### src/rtl/onchip_debug_pkg.sv
// Operation
// - JTAG port stays disabled unless the jtag_port_fuse is programmed.
// - Debug works only with debug_enable_fuse programmed and no lock bit set.
// - Instruction codes 0x8 to 0xB select the debug access instructions.
// - CPU write stores byte for debugger and sets debug_reg_dirty together.
// - CPU read returns low seven bits with debug_reg_dirty in bit seven.
// - Two data break points, or both combined as one masked range.
// - Break instruction acts as code break point handing control to debugger.
`default_nettype none
package onchip_debug_pkg;
    // ------------------------------------------------------------
    // Register map
    // ------------------------------------------------------------
    localparam logic [5:0] CommRegAddr  = 6'h22;
    localparam logic [7:0] CommRegReset = 8'h00;
    localparam int         DirtyBit     = 7;
    // ------------------------------------------------------------
    // Instruction register and data address width
    // ------------------------------------------------------------
    localparam int         IrWidth      = 4;
    localparam logic [3:0] InstrAccess0 = 4'h8;
    localparam logic [3:0] InstrAccess1 = 4'h9;
    localparam logic [3:0] InstrAccess2 = 4'ha;
    localparam logic [3:0] InstrAccess3 = 4'hb;
    localparam int         AddrWidth    = 16;
    // ------------------------------------------------------------
    // Debugger command codes on the access chain
    // ------------------------------------------------------------
    localparam logic [1:0] CmdReadComm  = 2'h0;
    localparam logic [1:0] CmdWriteBrk  = 2'h1;
    localparam logic [1:0] CmdCtrl      = 2'h2;
endpackage
`default_nettype wire

### src/rtl/onchip_debug_channel.sv
`default_nettype none
module onchip_debug_channel (
    // Clock and reset
    input  wire logic                  clk,
    input  wire logic                  srst,
    // Fuses and lock bits
    input  wire logic                  jtagPortFuse,
    input  wire logic                  debugEnableFuse,
    input  wire logic [1:0]            lockBits,
    // JTAG pins
    input  wire logic                  tck,
    input  wire logic                  tms,
    input  wire logic                  tdi,
    output logic                       tdo,
    output logic                       tdoEn,
    // TAP state from the test controller
    input  wire logic                  irUpdate,
    input  wire logic                  drShift,
    input  wire logic                  drUpdate,
    // CPU I/O port
    input  wire logic [5:0]            ioAddr,
    input  wire logic                  ioWr,
    input  wire logic                  ioRd,
    input  wire logic [7:0]            ioWdata,
    output logic [7:0]                 ioRdata,
    output logic                       ioHit,
    // CPU debug events
    input  wire logic                  breakInstr,
    input  wire logic                  dataAccess,
    input  wire logic [onchip_debug_pkg::AddrWidth-1:0] dataAddr,
    // Status
    output logic                       tapEnabled,
    output logic                       debugActive,
    output logic                       debugAccessSel,
    output logic                       cpuHalt
);
    import onchip_debug_pkg::*;

    // ------------------------------------------------------------
    // Pin synchronisers
    // ------------------------------------------------------------
    // Link clock must stay well below clk/4: each half period needs three clk edges
    logic [3:0] syncA_q, syncB_q, syncA_d, syncB_d;
    logic       tckPrev_q, tckPrev_d;
    logic       tckRise, tckFall;
    always_comb begin
        syncA_d   = {drShift, tck, tms, tdi};
        syncB_d   = syncA_q;
        tckPrev_d = syncB_q[2];
    end
    logic [2:0] updA_q, updB_q, updA_d;
    always_comb begin
        updA_d = {irUpdate, drUpdate, 1'b0};
    end
    always_ff @(posedge clk) begin
        if (srst) begin
            syncA_q   <= 4'h0;
            syncB_q   <= 4'h0;
            updA_q    <= 3'h0;
            updB_q    <= 3'h0;
            tckPrev_q <= 1'b0;
        end else begin
            syncA_q   <= syncA_d;
            syncB_q   <= syncB_d;
            updA_q    <= updA_d;
            updB_q    <= updA_q;
            tckPrev_q <= tckPrev_d;
        end
    end
    assign tckRise = syncB_q[2] & ~tckPrev_q;
    assign tckFall = ~syncB_q[2] & tckPrev_q;

    // ------------------------------------------------------------
    // Update strobes
    // ------------------------------------------------------------
    logic [2:0] updC_q, updC_d;
    always_comb begin
        updC_d = updB_q;
    end
    always_ff @(posedge clk) begin
        if (srst) begin
            updC_q <= 3'h0;
        end else begin
            updC_q <= updC_d;
        end
    end
    // A held update level would decode the word a capture just loaded as a new command

    // ------------------------------------------------------------
    // Enables
    // ------------------------------------------------------------
    assign tapEnabled  = jtagPortFuse;
    assign debugActive = tapEnabled & debugEnableFuse & ~|lockBits;

    function automatic logic isAccessInstr(input logic [IrWidth-1:0] ir);
        isAccessInstr = (ir == InstrAccess0) | (ir == InstrAccess1) |
                        (ir == InstrAccess2) | (ir == InstrAccess3);
    endfunction

    // ------------------------------------------------------------
    // Shift chain: 2-bit command + 16-bit data, LSB first
    // ------------------------------------------------------------
    logic [17:0] shift_q, shift_d;
    logic [IrWidth-1:0] ir_q, ir_d;
    logic [7:0]  comm_q, comm_d;
    logic        dirty_q, dirty_d;
    logic        ioEn_q, ioEn_d;
    logic        halt_q, halt_d;
    logic        rangeMode_q, rangeMode_d;
    logic [1:0]  brkEn_q, brkEn_d;
    logic [AddrWidth-1:0] brkA_q, brkA_d, brkB_q, brkB_d;
    logic        tdo_q, tdo_d;
    logic        irUpd, drUpd, shiftOn, sel, dataHit;

    assign irUpd   = updB_q[2] & ~updC_q[2] & ~syncB_q[3];
    assign drUpd   = updB_q[1] & ~updC_q[1];
    assign shiftOn = syncB_q[3];
    assign sel     = debugActive & isAccessInstr(ir_q);
    assign ioHit   = (ioAddr == CommRegAddr) & debugEnableFuse & ioEn_q;

    // Range mode uses slot B as a mask over slot A
    always_comb begin
        if (rangeMode_q) begin
            dataHit = brkEn_q[0] & (((dataAddr ^ brkA_q) & brkB_q) == '0);
        end else begin
            dataHit = (brkEn_q[0] & (dataAddr == brkA_q)) |
                      (brkEn_q[1] & (dataAddr == brkB_q));
        end
    end

    always_comb begin
        shift_d     = shift_q;
        ir_d        = ir_q;
        comm_d      = comm_q;
        dirty_d     = dirty_q;
        ioEn_d      = ioEn_q;
        halt_d      = halt_q;
        rangeMode_d = rangeMode_q;
        brkEn_d     = brkEn_q;
        brkA_d      = brkA_q;
        brkB_d      = brkB_q;
        tdo_d       = tdo_q;
        if (irUpd) begin
            ir_d = shift_q[17:14];
        end
        if (shiftOn & tckRise) begin
            shift_d = {syncB_q[0], shift_q[17:1]};
        end
        if (shiftOn & tckFall) begin
            tdo_d = shift_q[0];
        end
        // Capture feeds the comm byte back, so the debugger reads it next scan
        if (drUpd & sel) begin
            case (shift_q[1:0])
                CmdReadComm: begin
                    dirty_d = 1'b0;
                end
                CmdWriteBrk: begin
                    if (shift_q[17]) brkB_d = {1'b0, shift_q[16:2]};
                    else brkA_d = {1'b0, shift_q[16:2]};
                end
                CmdCtrl: begin
                    ioEn_d      = shift_q[2];
                    rangeMode_d = shift_q[3];
                    brkEn_d     = shift_q[5:4];
                    halt_d      = shift_q[6];
                end
                default: begin
                    shift_d = {8'h00, dirty_q, comm_q, 1'b0};
                end
            endcase
        end
        if ((breakInstr | (dataAccess & dataHit)) & debugActive) begin
            halt_d = 1'b1;
        end
        // Set wins over a same-cycle clear from the debugger
        if (ioWr & ioHit) begin
            comm_d  = ioWdata;
            dirty_d = 1'b1;
        end
        if (!debugActive) begin
            halt_d = 1'b0;
            ioEn_d = 1'b0;
        end
    end

    always_ff @(posedge clk) begin
        if (srst) begin
            shift_q     <= 18'h00000;
            ir_q        <= 4'hf;
            comm_q      <= CommRegReset;
            dirty_q     <= 1'b0;
            ioEn_q      <= 1'b0;
            halt_q      <= 1'b0;
            rangeMode_q <= 1'b0;
            brkEn_q     <= 2'h0;
            brkA_q      <= 16'h0000;
            brkB_q      <= 16'h0000;
            tdo_q       <= 1'b0;
        end else begin
            shift_q     <= shift_d;
            ir_q        <= ir_d;
            comm_q      <= comm_d;
            dirty_q     <= dirty_d;
            ioEn_q      <= ioEn_d;
            halt_q      <= halt_d;
            rangeMode_q <= rangeMode_d;
            brkEn_q     <= brkEn_d;
            brkA_q      <= brkA_d;
            brkB_q      <= brkB_d;
            tdo_q       <= tdo_d;
        end
    end

    assign ioRdata        = ioHit ? {dirty_q, comm_q[DirtyBit-1:0]} : 8'h00;
    assign tdo            = tdo_q;
    assign tdoEn          = tapEnabled & shiftOn & sel;
    assign debugAccessSel = sel;
    assign cpuHalt        = halt_q;
endmodule // onchip_debug_channel
`default_nettype wire

### config.mk
export PLATFORM = sky130hd
export DESIGN_NAME = onchip_debug_channel
export DESIGN_NICKNAME = d
export VERILOG_FILES = /design/src/rtl/onchip_debug_pkg.sv /design/src/rtl/onchip_debug_channel.sv
export SDC_FILE = /design/constraint.sdc
export NUM_CORES = 1
export LEC_CHECK = 0
export CORE_MARGIN = 5
export CORE_UTILIZATION = 60
export DETAILED_ROUTE_END_ITERATION = 7
export DONT_BUFFER_PORTS = 1
export GPL_ROUTABILITY_DRIVEN = 0
export PLACE_DENSITY = 0.87
export SETUP_SLACK_MARGIN = 0.05
export SLEW_MARGIN = 30
export SYNTH_ARGS = -nofsm -noshare
export SYNTH_HDL_FRONTEND = slang
export SYNTH_SLANG_ARGS = --single-unit
### constraint.sdc
create_clock -name clk -period 4.7 [get_ports clk]
set_clock_uncertainty 0.15 [all_clocks]
set_input_delay 0.235 -clock clk [delete_from_list [all_inputs] [get_ports clk]]
set_output_delay 0.235 -clock clk [all_outputs]
set_load 0.005 [all_outputs]
# ---- After elaboration in Yosys (flattened, before gate mapping)
# Cells that the tools add are included.
# W data, S select, Z words.
dict set report totals {
  output_inout_bits 15
  elab_cells 88
  input_bits 46
  regBits 85
}
dict set report classes {
  n_bitwise 35
  mux 11
  reduce_logical 15
  n_eq_ne 9
}
# operator count
set ops {}
lappend ops {{$mux W18} 3}
lappend ops {{$eq A16 B15 Y1} 2}
lappend ops {{$and A1 B1 Y1} 21}
lappend ops {{$and A16 B15 Y16} 1}
lappend ops {{$eq A4 B4 Y1 const B} 4}
lappend ops {{$logic_not A16 Y1} 1}
lappend ops {{$xor A16 B15 Y16} 1}
lappend ops {{$mux W8} 1}
lappend ops {{$reduce_bool A2 Y1} 4}
lappend ops {{$mux W1} 7}
lappend ops {{$not A1 Y1} 7}
lappend ops {{$eq A6 B6 Y1 const B} 1}
lappend ops {{$reduce_and A2 Y1} 3}
lappend ops {{$reduce_and A3 Y1} 2}
lappend ops {{$or A1 B1 Y1} 5}
lappend ops {{$reduce_or A2 Y1} 2}
lappend ops {{$reduce_or A3 Y1} 1}
lappend ops {{$eq A2 B1 Y1 const B} 1}
lappend ops {{$eq A2 B2 Y1 const B} 1}
lappend ops {{$logic_not A2 Y1} 1}
lappend ops {{$logic_not A1 Y1} 1}

# ---- Depth between registers and ports, before layout
# Gate-level depths: netlist (run 1).
dict set report depth {
  depth_word 10
  depth_mapped 7
  ltp_nobuf 5
}

# ---- Worst setup path after synthesis (run 1)
# OpenSTA, ideal clock, no wires.
dict set report synth_path {
  path_type {reg2reg}
  start {reg ir_q[3]}
  end {reg halt_q (netlist: cpuHalt)}
  path_slack_ps 2815
  path_buffers 0
  arrival_ps 1608
  stages_incl_launch_ff 6
  required_ps 4423
  setup_time_ps 127
  synth_period_minus_slack_ps 1885
  cell_sequence {dfxtp_1 or2b_1 nor4_4 mux2i_1 a21oi_1 or3_1}
}
dict set report synth_between {
  elab_chain_len 8
  elab_cells_between_ends 11
  cone_classes {4 x eq/ne; 5 x bitwise; 2 x reduce/logical}
}
# item line_no
set synth_rtl {}
lappend synth_rtl {{start: declaration} onchip_debug_channel.sv:104} ;# logic [IrWidth-1:0] ir_q, ir_d;
lappend synth_rtl {{start signal: assignment} onchip_debug_channel.sv:202} ;# ir_q <= ir_d;
lappend synth_rtl {{$eq A4 B4 Y1} onchip_debug_channel.sv:96} ;# isAccessInstr = (ir == InstrAccess0) | (ir == InstrAccess1) |
lappend synth_rtl {{$or A1 B1 Y1 (2 in series)} onchip_debug_channel.sv:96}
lappend synth_rtl {{$or A1 B1 Y1 (*)} onchip_debug_channel.sv:97} ;# (ir == InstrAccess2) | (ir == InstrAccess3);
lappend synth_rtl {{$and A1 B1 Y1 (*)} onchip_debug_channel.sv:118} ;# assign sel = debugActive & isAccessInstr(ir_q);
lappend synth_rtl {{$and A1 B1 Y1 (*)} onchip_debug_channel.sv:153} ;# if (drUpd & sel) begin
lappend synth_rtl {{$reduce_bool A2 Y1 (no source line) (*)} n/a}
lappend synth_rtl {{$reduce_and A2 Y1 (no source line) (*)} n/a}
lappend synth_rtl {{end signal: assignment} onchip_debug_channel.sv:206} ;# halt_q <= halt_d;
lappend synth_rtl {{end: declaration} onchip_debug_channel.sv:108} ;# logic halt_q, halt_d;
# Mark *: on every way between the ends. The rest lies on a longest branch, timed or not.
# A chain may end at the register's enable or synchronous reset.

# ---- Final worst setup path (run 1)
dict set report layout_path {
  start {reg ioEn_q}
  end {reg comm_q[3]}
}
dict set report layout_between {
  elab_chain_len 2
}
# item line_no
set layout_rtl {}
lappend layout_rtl {{start: declaration} onchip_debug_channel.sv:107} ;# logic ioEn_q, ioEn_d;
lappend layout_rtl {{start signal: assignment} onchip_debug_channel.sv:205} ;# ioEn_q <= ioEn_d;
lappend layout_rtl {{$and A1 B1 Y1} onchip_debug_channel.sv:119} ;# assign ioHit = (ioAddr == CommRegAddr) & debugEnableFuse & ioEn_q;
lappend layout_rtl {{via ioHit} onchip_debug_channel.sv:26} ;# output logic ioHit,
lappend layout_rtl {{$and A1 B1 Y1} onchip_debug_channel.sv:177} ;# if (ioWr & ioHit) begin
lappend layout_rtl {{end signal: assignment} onchip_debug_channel.sv:191} ;# comm_q <= CommRegReset;
lappend layout_rtl {{end signal: assignment} onchip_debug_channel.sv:203} ;# comm_q <= comm_d;
lappend layout_rtl {{end: declaration} onchip_debug_channel.sv:105} ;# logic [7:0] comm_q, comm_d;
# The timed path passes the listed nets, and every way through them passes these cells.

==> results of run 1 <==
through the flow:
stage	cells	hold slack (ns)	setup slack [ns]	area, sq um
floorplan	357	0.2132	2.815	3425
global placement	409	0.1631	2.454	3397
detailed placement	409	0.1613	2.367	3397
CTS	449	0.06903	2.345	3864
global route	449	0.08700	2.201	3865
finish	449	0.07091	2.364	3865
worst max-delay path: cells and delay by family, from the launching register on:
family,cells,cell delay (ns)
simple gates,3,1.01
buf+inv,1,0.62
flops,1,0.35
compound gates,1,0.13
timing repair:
| action | CTS | global route |
|---|---|---|
| endpoints found under the hold margin | 69 | 0 |
| setup buffers | 0 | 0 |
| resized for setup | 0 | 0 |
| hold buffers | 24 | 0 |
worst max-delay path by stage:
stage          startpoint        end  slack, ns  cells past startpoint
6_report           ioEn_q  comm_q[3]       2.36                      5
5_1_grt            ioEn_q  comm_q[4]       2.20                      5
4_1_cts         updB_q[1]  brkA_q[6]       2.34                      5
3_5_place_dp    updB_q[1]  brkA_q[6]       2.37                      5
3_3_place_gp      ir_q[3]  brkA_q[3]       2.45                      5
2_1_floorplan     ir_q[3]    cpuHalt       2.81                      5
layout by cell type (no fill, tap or decap), drive strengths merged, types with 3 or more instances in the layout:
cell type / Yosys / final
a22oi: 7 / 7
nor2b: 17 / 17
dlygate4sd3: 0 / 23
and2: 8 / 8
inv: 3 / 3
dfxtp: 78 / 78
nand4: 6 / 6
a21oi: 20 / 20
nor2: 46 / 46
nand3b: 3 / 3
nand2: 31 / 31
clkinvlp: 0 / 3
mux2i: 45 / 45
clkbuf: 11 / 11
a211oi: 9 / 9
nand2b: 3 / 3
nand3: 8 / 8
nor4: 11 / 11
xor2: 30 / 30
state kept, by name, indices dropped and copies added, names as in the netlist, 3 cells and up:
register and flops:
shift_q 18, syncB_q 3, syncA_q 3, comm_q 8, brkA_q 15, brkB_q 15
power by group through the flow:
stage          Sequential, W  Clock, W  Combinational, W
2_1_floorplan       0.000683         0         0.0000323
3_3_place_gp        0.000683         0         0.0000259
3_5_place_dp        0.000684         0         0.0000267
4_1_cts             0.000668  0.000521         0.0000476
5_1_grt             0.000669  0.000548         0.0000529
6_report            0.000668  0.000512         0.0000484
per-layer routing:
layer	vias to the layer above	routed length [microns]	global-route usage
met5	-	0	0
met1	1230	3299	0.2599
met4	0	137	0.07914
met3	14	662	0.08838
met2	99	3486	0.3362
li1	1251	-	-
area by class of cell:
| cell class | instances | share of cell area |
|---|---|---|
| repair buffers | 24 | 0.06669 |
| clock inverters | 5 | 0.01489 |
| well taps | 72 | 0.02331 |
| clock buffers | 11 | 0.03917 |
| flip-flops and latches | 78 | 0.4040 |
| inverters | 3 | 0.002914 |
| multi-input cells | 256 | 0.4490 |
kinds of logic (layout without fill, tap and decap cells):
group	count (synthesis)	in the layout	share of synthesized area
AND/OR/NAND/NOR	142	142	0.2262
buffers and inverters	23	43	0.03763
multiplexers	45	45	0.1315
XOR/XNOR	30	30	0.07673
flip-flops	78	78	0.4560
AO/OA/AOI/OAI	39	39	0.07198
==> out/qor.yml, run 1 <==
clk_latency_ns: 0.35
cp-end-kind: "register"
root_buffer: "clkbuf_8"
postSynthCellCount: 357
yosysMostFrequentCell: "dfxtp_1"
whs_path_depth: 2
first_pass_iters: 4
crit_path_start_kind: "register"
p_sw_w: 0.0002657
fmax_mhz: 428.0
yosysWarnings: 0
status: "finished clean"
required_ns: 4.83
seq_area_frac_synth: 0.4560
async_flop_share: 0
clkTransAtPathRegs_ns: 0.08
cts_htree_levels: 3
crit_fanout: 18
die_h_microns: 85.55
rows: 27
multiInputGateArea_sq_um: 1735
hp-class: "in2reg"
vias_per_cell: 5.777
ys_top_cells_by_area: "dfxtp_1, mux2i_1, xor2_1, nor2_1, nand2_1"
worstHoldStart: "srst"
p_int_w: 0.0009632
syn_avg_cell_area_sq_um: 9.593
dpl.hpwl_mm: 4.927
path_cells: "nand4bb_1 > nor4_4 > nand3_1 > dlygate4sd3_1 > a21oi_1"
p_sw_frac: 0.2162
wl_per_cell_microns: 16.89
utilization: 0.6976
vias: 2594
gr-total-overflow: 0
p_per_area_nw_per_um2: 318.0
dieArea_sq_um: 7319
synth_cell_types: 36
p_clk_frac: 0.417
grt_pass1_vias: 2620
grt_max_degree: 69
worstMarginPinSlew_ns: 0.7970
r2r_end: "comm_q[3]"
setup_viol: 0
whs_endpoint: "dirty_q"
initial_core_util: 0.6181
synth.net_count: 403
reg2reg_depth: 5
yosys-top-cells-count: "dfxtp_1, mux2i_1, nor2_1"
critical_path_arrival_ns: 2.47
combPwrFrac: 0.039
gr-usage-all-layers: 0.2129
drc: 0
synth_top_area_share: 0.4560
ff2ff_setup_slack_ns: 2.36
grt_pass1_wl_mm: 12.28
wl_mm: 7.585
first_iter_violations: 197
r2r-start: "ioEn_q"
cpMaxStageDelayCell: "nor4_4"
fillers: 399
cts.sink_count: 78
setup_tns_ns: 0
ir_drop_uv: 287.1
synth_ff_type: "dfxtp_1"
hold_viol: 0
syn_to_final_growth_pct: 12.86
slew_violations: 0
numCtsBuffers: 9
min_period_over_period: 0.4971
synth_area_sq_um: 3425
max_slew_margin: 0.4646
rsz0062_at_grt: "false"
cts_tree: "yes"
antenna_found_initial: 0
yosysTopAreaCell: "dfxtp_1"
cap_violations: 0
insertedDiodeCount: 0
cts_max_path_buffers: 2
period_minus_slack_ns: 2.336
ant_nets: 0
ys_ff_latch: 78
nNetsFinal: 418
total_power_w: 0.001229
port_buffers: 0
criticalPathCategory: "reg2reg"
core_area_sq_um: 5540
p_seq_frac: 0.544
synth_edf_count: 0
io_pins: 61
slowest_delay_ns: 0.63
seq_area_sq_um: 1562
p_leak_nw: 1.532
die_w_microns: 85.55
layout-drive-gt1-share: 0.07162
No activity file was read; power rests on OpenSTA's default activity.
==> inputs of run 2 (changes only) <==
==> constraint.sdc (replaced) <==
create_clock -name clk -period 2.31 [get_ports clk]
set_clock_uncertainty 0.15 [all_clocks]
set_input_delay 0.1155 -clock clk [delete_from_list [all_inputs] [get_ports clk]]
set_output_delay 0.1155 -clock clk [all_outputs]
set_load 0.005 [all_outputs]
==> run 2 against run 1 <==
Against the previous run: setup slack got worse by 2.2 ns; sequential share of layout area decreased by 0.50 points; global-route usage increased by 0.53 points; first-iteration DRC count decreased by 15%; sequential cell count unchanged; largest cell class unchanged.
==> out/qor.yml, run 2 (synthesis gave the netlist of run 1 again) <==
initial_core_util: 0.6181  # unchanged
root_buffer: "clkbuf_8"  # unchanged
ir_drop_uv: 609.3  # was 287.1 uV
regMostFlops: "shift_q"  # unchanged
hp-class: "in2reg"  # unchanged
setup_tns_ns: 0  # unchanged
layout-drive-gt1-share: 0.08399  # was 0.07162
path_buf_inv: 2  # was 1
cpMaxStageDelayCell: "dlygate4sd3_1"  # was nor4_4
cts.sink_count: 78  # unchanged
cts_tree: "yes"  # unchanged
drc: 0  # unchanged
clkTransAtPathRegs_ns: 0.08  # about the same
largest_register_ffs: 18  # unchanged
dieArea_sq_um: 7319  # unchanged
total_power_w: 0.002565  # was 0.001229 W
grt_pass1_vias: 2696  # was 2620
rows: 27  # unchanged
final_common_cell: "dfxtp_1"  # unchanged
setup_ws_ns: 0.2050  # was 2.364 ns
fin_cells: 453  # was 449
wl_mm: 7.674  # was 7.585 mm
crit_fanout: 18  # unchanged
die_h_microns: 85.55  # unchanged
core_area_sq_um: 5540  # unchanged
worstMarginPinSlew_ns: 0.5008  # was 0.7970 ns
p_leak_nw: 1.585  # was 1.532 nW
slowest_delay_ns: 0.57  # was 0.63 ns
setup_viol: 0  # unchanged
r2r-start: "ioEn_q"  # unchanged
rsz0062_at_grt: "false"  # unchanged
min_period_over_period: 0.9113  # was 0.4971
clk_latency_ns: 0.34  # was 0.35 ns
critical_path_arrival_ns: 2.18  # was 2.47 ns
wl_per_cell_microns: 16.94  # was 16.89 microns
antenna_found_initial: 0  # unchanged
insertedDiodeCount: 0  # unchanged
first_pass_iters: 4  # unchanged
cp-end-kind: "register"  # unchanged
grt_max_degree: 69  # unchanged
required_ns: 2.39  # was 4.83 ns
max_slew_margin: 0.6658  # was 0.4646
fmax_mhz: 475.0  # was 428.0 MHz
reg.largest.list: "shift_q x18, brkA_q x15, brkB_q x15"  # unchanged
path_cells: "nand4bb_1 > nor4_4 > buf_4 > nand2_2 > nand2_1 > a21oi_1 > dlygate4sd3_1"  # was nand4bb_1 > nor4_4 > nand3_1 > dlygate4sd3_1 > a21oi_1
vias: 2615  # was 2594
gr-total-overflow: 0  # unchanged
cap_violations: 0  # unchanged
first_iter_violations: 167  # was 197
ant_nets: 0  # unchanged
criticalPathCategory: "reg2reg"  # unchanged
vias_per_cell: 5.773  # was 5.777
numCtsBuffers: 9  # unchanged
port_buffers: 0  # unchanged
slew_violations: 0  # unchanged
cts_htree_levels: 3  # unchanged
die_w_microns: 85.55  # unchanged
startpoint: "ioEn_q"  # unchanged
dpl.hpwl_mm: 5.084  # was 4.927 mm
dp.cells: 415  # was 409
utilization: 0.7064  # was 0.6976
p_per_area_nw_per_um2: 655.4  # was 318.0 nW/um^2
syn_to_final_growth_pct: 14.29  # was 12.86%
io_pins: 61  # unchanged
nNetsFinal: 423  # was 418
status: "finished clean"  # unchanged
crit_family: "buffers and inverters"  # was simple AND/OR/NAND/NOR gates
gr-usage-all-layers: 0.2182  # was 0.2129
period_minus_slack_ns: 2.105  # was 2.336 ns
worstHoldStart: "srst"  # unchanged
mostFrequentLayoutCells: "dfxtp_1, mux2i_1, nor2_1, nand2_1, xor2_1"  # unchanged
post_cts_buffers: 0  # unchanged
hold_viol: 0  # unchanged
pre_cts_ws_ns: 0.4428  # was 2.367 ns
cts_max_path_buffers: 2  # unchanged
grt_pass1_wl_mm: 12.78  # was 12.28 mm
crit_path_start_kind: "register"  # unchanged
## run 2: report_power, final
group	switching, W	leakage, nW	internal (W)
combinational	0.0000492	0.840	0.0000494
clock	0.000449	0.115	0.000658
sequential	0.00000453	0.631	0.00136
total	0.000503	1.59	0.00206
## run 2: per-stage QoR
step | area (sq um) | hold slack, ns
2_1_floorplan | 3425 | 0.09368
3_3_place_gp | 3442 | 0.04073
3_5_place_dp | 3442 | 0.04341
4_1_cts | 3911 | 0.003902
5_1_grt | 3914 | 0.04038
6_report | 3914 | 0.02573
## run 2: area by class of cell
class	count	area, sq um
multi-input combinational	256	1737
fill	420	1627
sequential	78	1562
timing repair buffer	29	292.8
clock buffer	11	151.4
tap	72	90.09
clock inverter	4	70.07
inverter	3	11.26
## run 2: path summary, 6_finish.rpt
path	depth (start not counted)	to	slack, ns
worst max-delay path	7	comm_q[2]	0.20
worst min-delay path	2	shift_q[10]	0.03
worst max register to register	7	comm_q[2]	0.20
worst min register to register	1	syncB_q[0]	0.29
## run 2: layer usage
| layer | vias to the layer above | track usage | share of wire |
|---|---|---|---|
| li1 | 1263 | - | - |
| met1 | 1242 | 0.2684 | 0.42 |
| met2 | 96 | 0.3524 | 0.48 |
| met3 | 14 | 0.08453 | 0.086 |
| met4 | 0 | 0.06906 | 0.012 |
| met5 | - | 0 | 0 |
## run 2: what timing repair did
item | CTS | global route
hold buffers | 23 | 0
endpoints found under the hold margin | 69 | 0
setup endpoints to repair | 0 | 1
resized for setup | 0 | 1
==> inputs of run 3 (changes only) <==
--- a/config.mk
+++ b/config.mk
@@ -5,6 +5,7 @@
 export SDC_FILE = /design/constraint.sdc
 export NUM_CORES = 1
 export LEC_CHECK = 0
+export ABC_AREA = 1
 export CORE_MARGIN = 5
 export CORE_UTILIZATION = 60
 export DETAILED_ROUTE_END_ITERATION = 7
==> run 3 against run 2 <==
Against the previous run: core utilization fell by 2.0 points; hold slack improved by 0.014 ns; final area rose by 3.8%; routed wire length rose by 18%; global-route usage rose by 3.9 points; largest cell class unchanged; count of clock-buffer cells in the layout fell by 2; critical endpoint is now cpuHalt; critical path depth rose by 3; combinational power rose by 28%; maximum frequency rose by 1.4%; clock power barely moved.
==> out/qor.yml, run 3 <==
status: "finished clean"  # unchanged
dieArea_sq_um: 7710  # was 7319 sq um
fillers: 486  # was 420
ant_nets: 0  # unchanged
dpl.hpwl_mm: 6.232  # was 5.084 mm
yosysMostFrequentCell: "nand2_1"  # was dfxtp_1
seq_area_frac_synth: 0.4299  # was 0.4560
rsz0062_at_grt: "false"  # unchanged
die_h_microns: 87.81  # was 85.55 microns
clk_latency_ns: 0.36  # was 0.34 ns
cp-end-kind: "register"  # unchanged
final_common_cell: "nand2_1"  # was dfxtp_1
synth.net_count: 590  # was 403
hp-class: "in2reg"  # unchanged
wl_mm: 9.087  # was 7.674 mm
fmax_mhz: 481.9  # was 475.0 MHz
criticalPathCategory: "reg2reg"  # unchanged
path_buf_inv: 3  # was 2
synth_top_area_share: 0.4299  # was 0.4560
synth_edf_count: 0  # unchanged
max_slew_margin: 0.5167  # was 0.6658
rows: 28  # was 27
seq_area_sq_um: 1562  # unchanged
setup_viol: 0  # unchanged
slowest_delay_ns: 0.56  # was 0.57 ns
yosysWarnings: 0  # unchanged
syn_avg_cell_area_sq_um: 6.677  # was 9.593 sq um
p_int_w: 0.002010  # was 0.002062 W
grt_pass1_wl_mm: 15.35  # was 12.78 mm
r2r_end: "cpuHalt"  # was comm_q[2]
multiInputGateArea_sq_um: 1618  # was 1737 sq um
syn_to_final_growth_pct: 11.82  # was 14.29%
antenna_found_initial: 0  # unchanged
worstMarginPinSlew_ns: 0.7207  # was 0.5008 ns
async_flop_share: 0  # unchanged
combPwrFrac: 0.048  # was 0.038
regMostFlops: "shift_q"  # unchanged
synth_area_sq_um: 3632  # was 3425 sq um
p_clk_frac: 0.428  # was 0.431
postSynthCellCount: 544  # was 357
vias_per_cell: 5.507  # was 5.773
vias: 3508  # was 2615
synth_ff_type: "dfxtp_1"  # unchanged
cts_resized: 0  # unchanged
gr-total-overflow: 0  # unchanged
initial_core_util: 0.6135  # was 0.6181
reg.largest.list: "shift_q x18, brkA_q x15, brkB_q x15"  # unchanged
drc: 0  # unchanged
synth_cell_types: 31  # was 36
largest_register_ffs: 18  # unchanged
layout-drive-gt1-share: 0.05516  # was 0.08399
whs_path_depth: 2  # unchanged
period_minus_slack_ns: 2.075  # was 2.105 ns
p_per_area_nw_per_um2: 640.8  # was 655.4 nW/um^2
cap_violations: 0  # unchanged
worstHoldStart: "srst"  # unchanged
ir_drop_uv: 518.3  # was 609.3 uV
hold_viol: 0  # unchanged
ys_ff_latch: 78  # unchanged
io_pins: 61  # unchanged
root_buffer: "clkbuf_8"  # unchanged
p_seq_frac: 0.524  # was 0.530
core_area_sq_um: 5921  # was 5540 sq um
grt_max_degree: 37  # was 69
yosys-top-cells-count: "nand2_1, inv_1, dfxtp_1"  # was dfxtp_1, mux2i_1, nor2_1
numCtsBuffers: 9  # unchanged
wl_per_cell_microns: 14.27  # was 16.94 microns
min_period_over_period: 0.8983  # was 0.9113
reg2reg_depth: 10  # was 7
first_pass_iters: 5  # was 4
place_area_sq_um: 3670  # was 3442 sq um
die_w_microns: 87.81  # was 85.55 microns
cts.sink_count: 78  # unchanged
final_area_sq_um: 4061  # was 3914 sq um
cts_htree_levels: 3  # unchanged
crit_fanout: 9  # was 18
setup_tns_ns: 0  # unchanged
r2r-start: "ir_q[3]"  # was ioEn_q
ys_top_cells_by_area: "dfxtp_1, nand2_1, o21ai_0, inv_1, a21oi_1"  # was dfxtp_1, mux2i_1, xor2_1, nor2_1, nand2_1
cpMaxStageDelayCell: "dlygate4sd3_1"  # unchanged
first_iter_violations: 245  # was 167
mostFrequentLayoutCells: "nand2_1, inv_1, dfxtp_1, o21ai_0, nor2_1"  # was dfxtp_1, mux2i_1, nor2_1, nand2_1, xor2_1
grt_pass1_vias: 3371  # was 2696
yosysTopAreaCell: "dfxtp_1"  # unchanged
port_buffers: 0  # unchanged
crit_family: "buffers and inverters"  # unchanged
whs_endpoint: "ir_q[2]"  # was shift_q[10]
crit_path_start_kind: "register"  # unchanged
p_sw_w: 0.0005920  # was 0.0005028 W
critical_path_arrival_ns: 2.18  # about the same
cts_tree: "yes"  # unchanged
path_cells: "inv_1 > nor2_1 > nand2_2 > clkinv_2 > nand4_2 > nand2_1 > nand2_1 > nor2_1 > a21oi_1 > dlygate4sd3_1"  # was nand4bb_1 > nor4_4 > buf_4 > nand2_2 > nand2_1 > a21oi_1 > dlygate4sd3_1
p_sw_frac: 0.2275  # was 0.1960
cts_max_path_buffers: 2  # unchanged
gr-usage-all-layers: 0.2573  # was 0.2182
required_ns: 2.41  # was 2.39 ns
ff2ff_setup_slack_ns: 0.24  # was 0.20 ns
slew_violations: 0  # unchanged
insertedDiodeCount: 0  # unchanged
clkTransAtPathRegs_ns: 0.08  # about the same
nNetsFinal: 604  # was 423
p_leak_nw: 1.777  # was 1.585 nW
[run 3: power groups by stage]
stage,combinational [W],sequential (W),clock (W)
after floorplan,0.0000842,0.00139,0
after global placement,0.0000922,0.00139,0
after detailed placement,0.0000973,0.00139,0
after CTS,0.000124,0.00136,0.00112
after global routing,0.000143,0.00136,0.00119
final,0.000126,0.00136,0.00111
[run 3: layer usage]
layer | GRT usage | share of wire | vias up
met5 | 0 | 0 | -
met4 | 0.1144 | 0.028 | 0
met3 | 0.07996 | 0.092 | 22
met2 | 0.4301 | 0.48 | 151
met1 | 0.3029 | 0.40 | 1607
li1 | - | - | 1728
[run 3: area by class of cell]
type | instances | area share
clock buffer | 9 | 0.03050
clock inverter | 6 | 0.02156
inverter | 96 | 0.08903
multi-input combinational | 352 | 0.3983
sequential | 78 | 0.3845
tap | 75 | 0.02311
timing repair buffer | 21 | 0.05299
[run 3: repair_timing]
action,in CTS,in global routing
hold endpoints to repair,27,0
setup buffers,0,0
hold buffers,18,0
[run 3: worst max path at each step]
stage / start / to / slack, ns / cells after the start
after global placement: shift_q[1] / brkA_q[6] / 0.47 / 7
after floorplan: ir_q[3] / shift_q[0] / 0.88 / 7
after global routing: brkA_q[11] / cpuHalt / 0.08 / 10
after detailed placement: shift_q[1] / brkA_q[10] / 0.38 / 7
final: ir_q[3] / cpuHalt / 0.24 / 10
after CTS: ir_q[3] / cpuHalt / 0.24 / 10
[run 3: stage by stage]
stage,hold WS (ns),instances,setup slack [ns],power (W),util
6_report,0.03939,637,0.2350,0.002602,0.6860
5_1_grt,0.06612,637,0.08254,0.002702,0.6860
4_1_cts,0.03030,637,0.2409,0.002606,0.6860
3_5_place_dp,0.04014,604,0.3763,0.001492,0.6198
3_3_place_gp,0.03745,604,0.4658,0.001486,0.6198
2_1_floorplan,0.07247,544,0.8830,0.001477,-
[run 3: logic make-up (layout without fill, tap and decap cells)]
logic type | Yosys count | count (layout) | synth area share
simple gates | 219 | 219 | 0.2542
xor+xnor | 2 | 2 | 0.004823
buf+inv | 114 | 132 | 0.1247
compound gates | 131 | 131 | 0.1864
flops | 78 | 78 | 0.4299
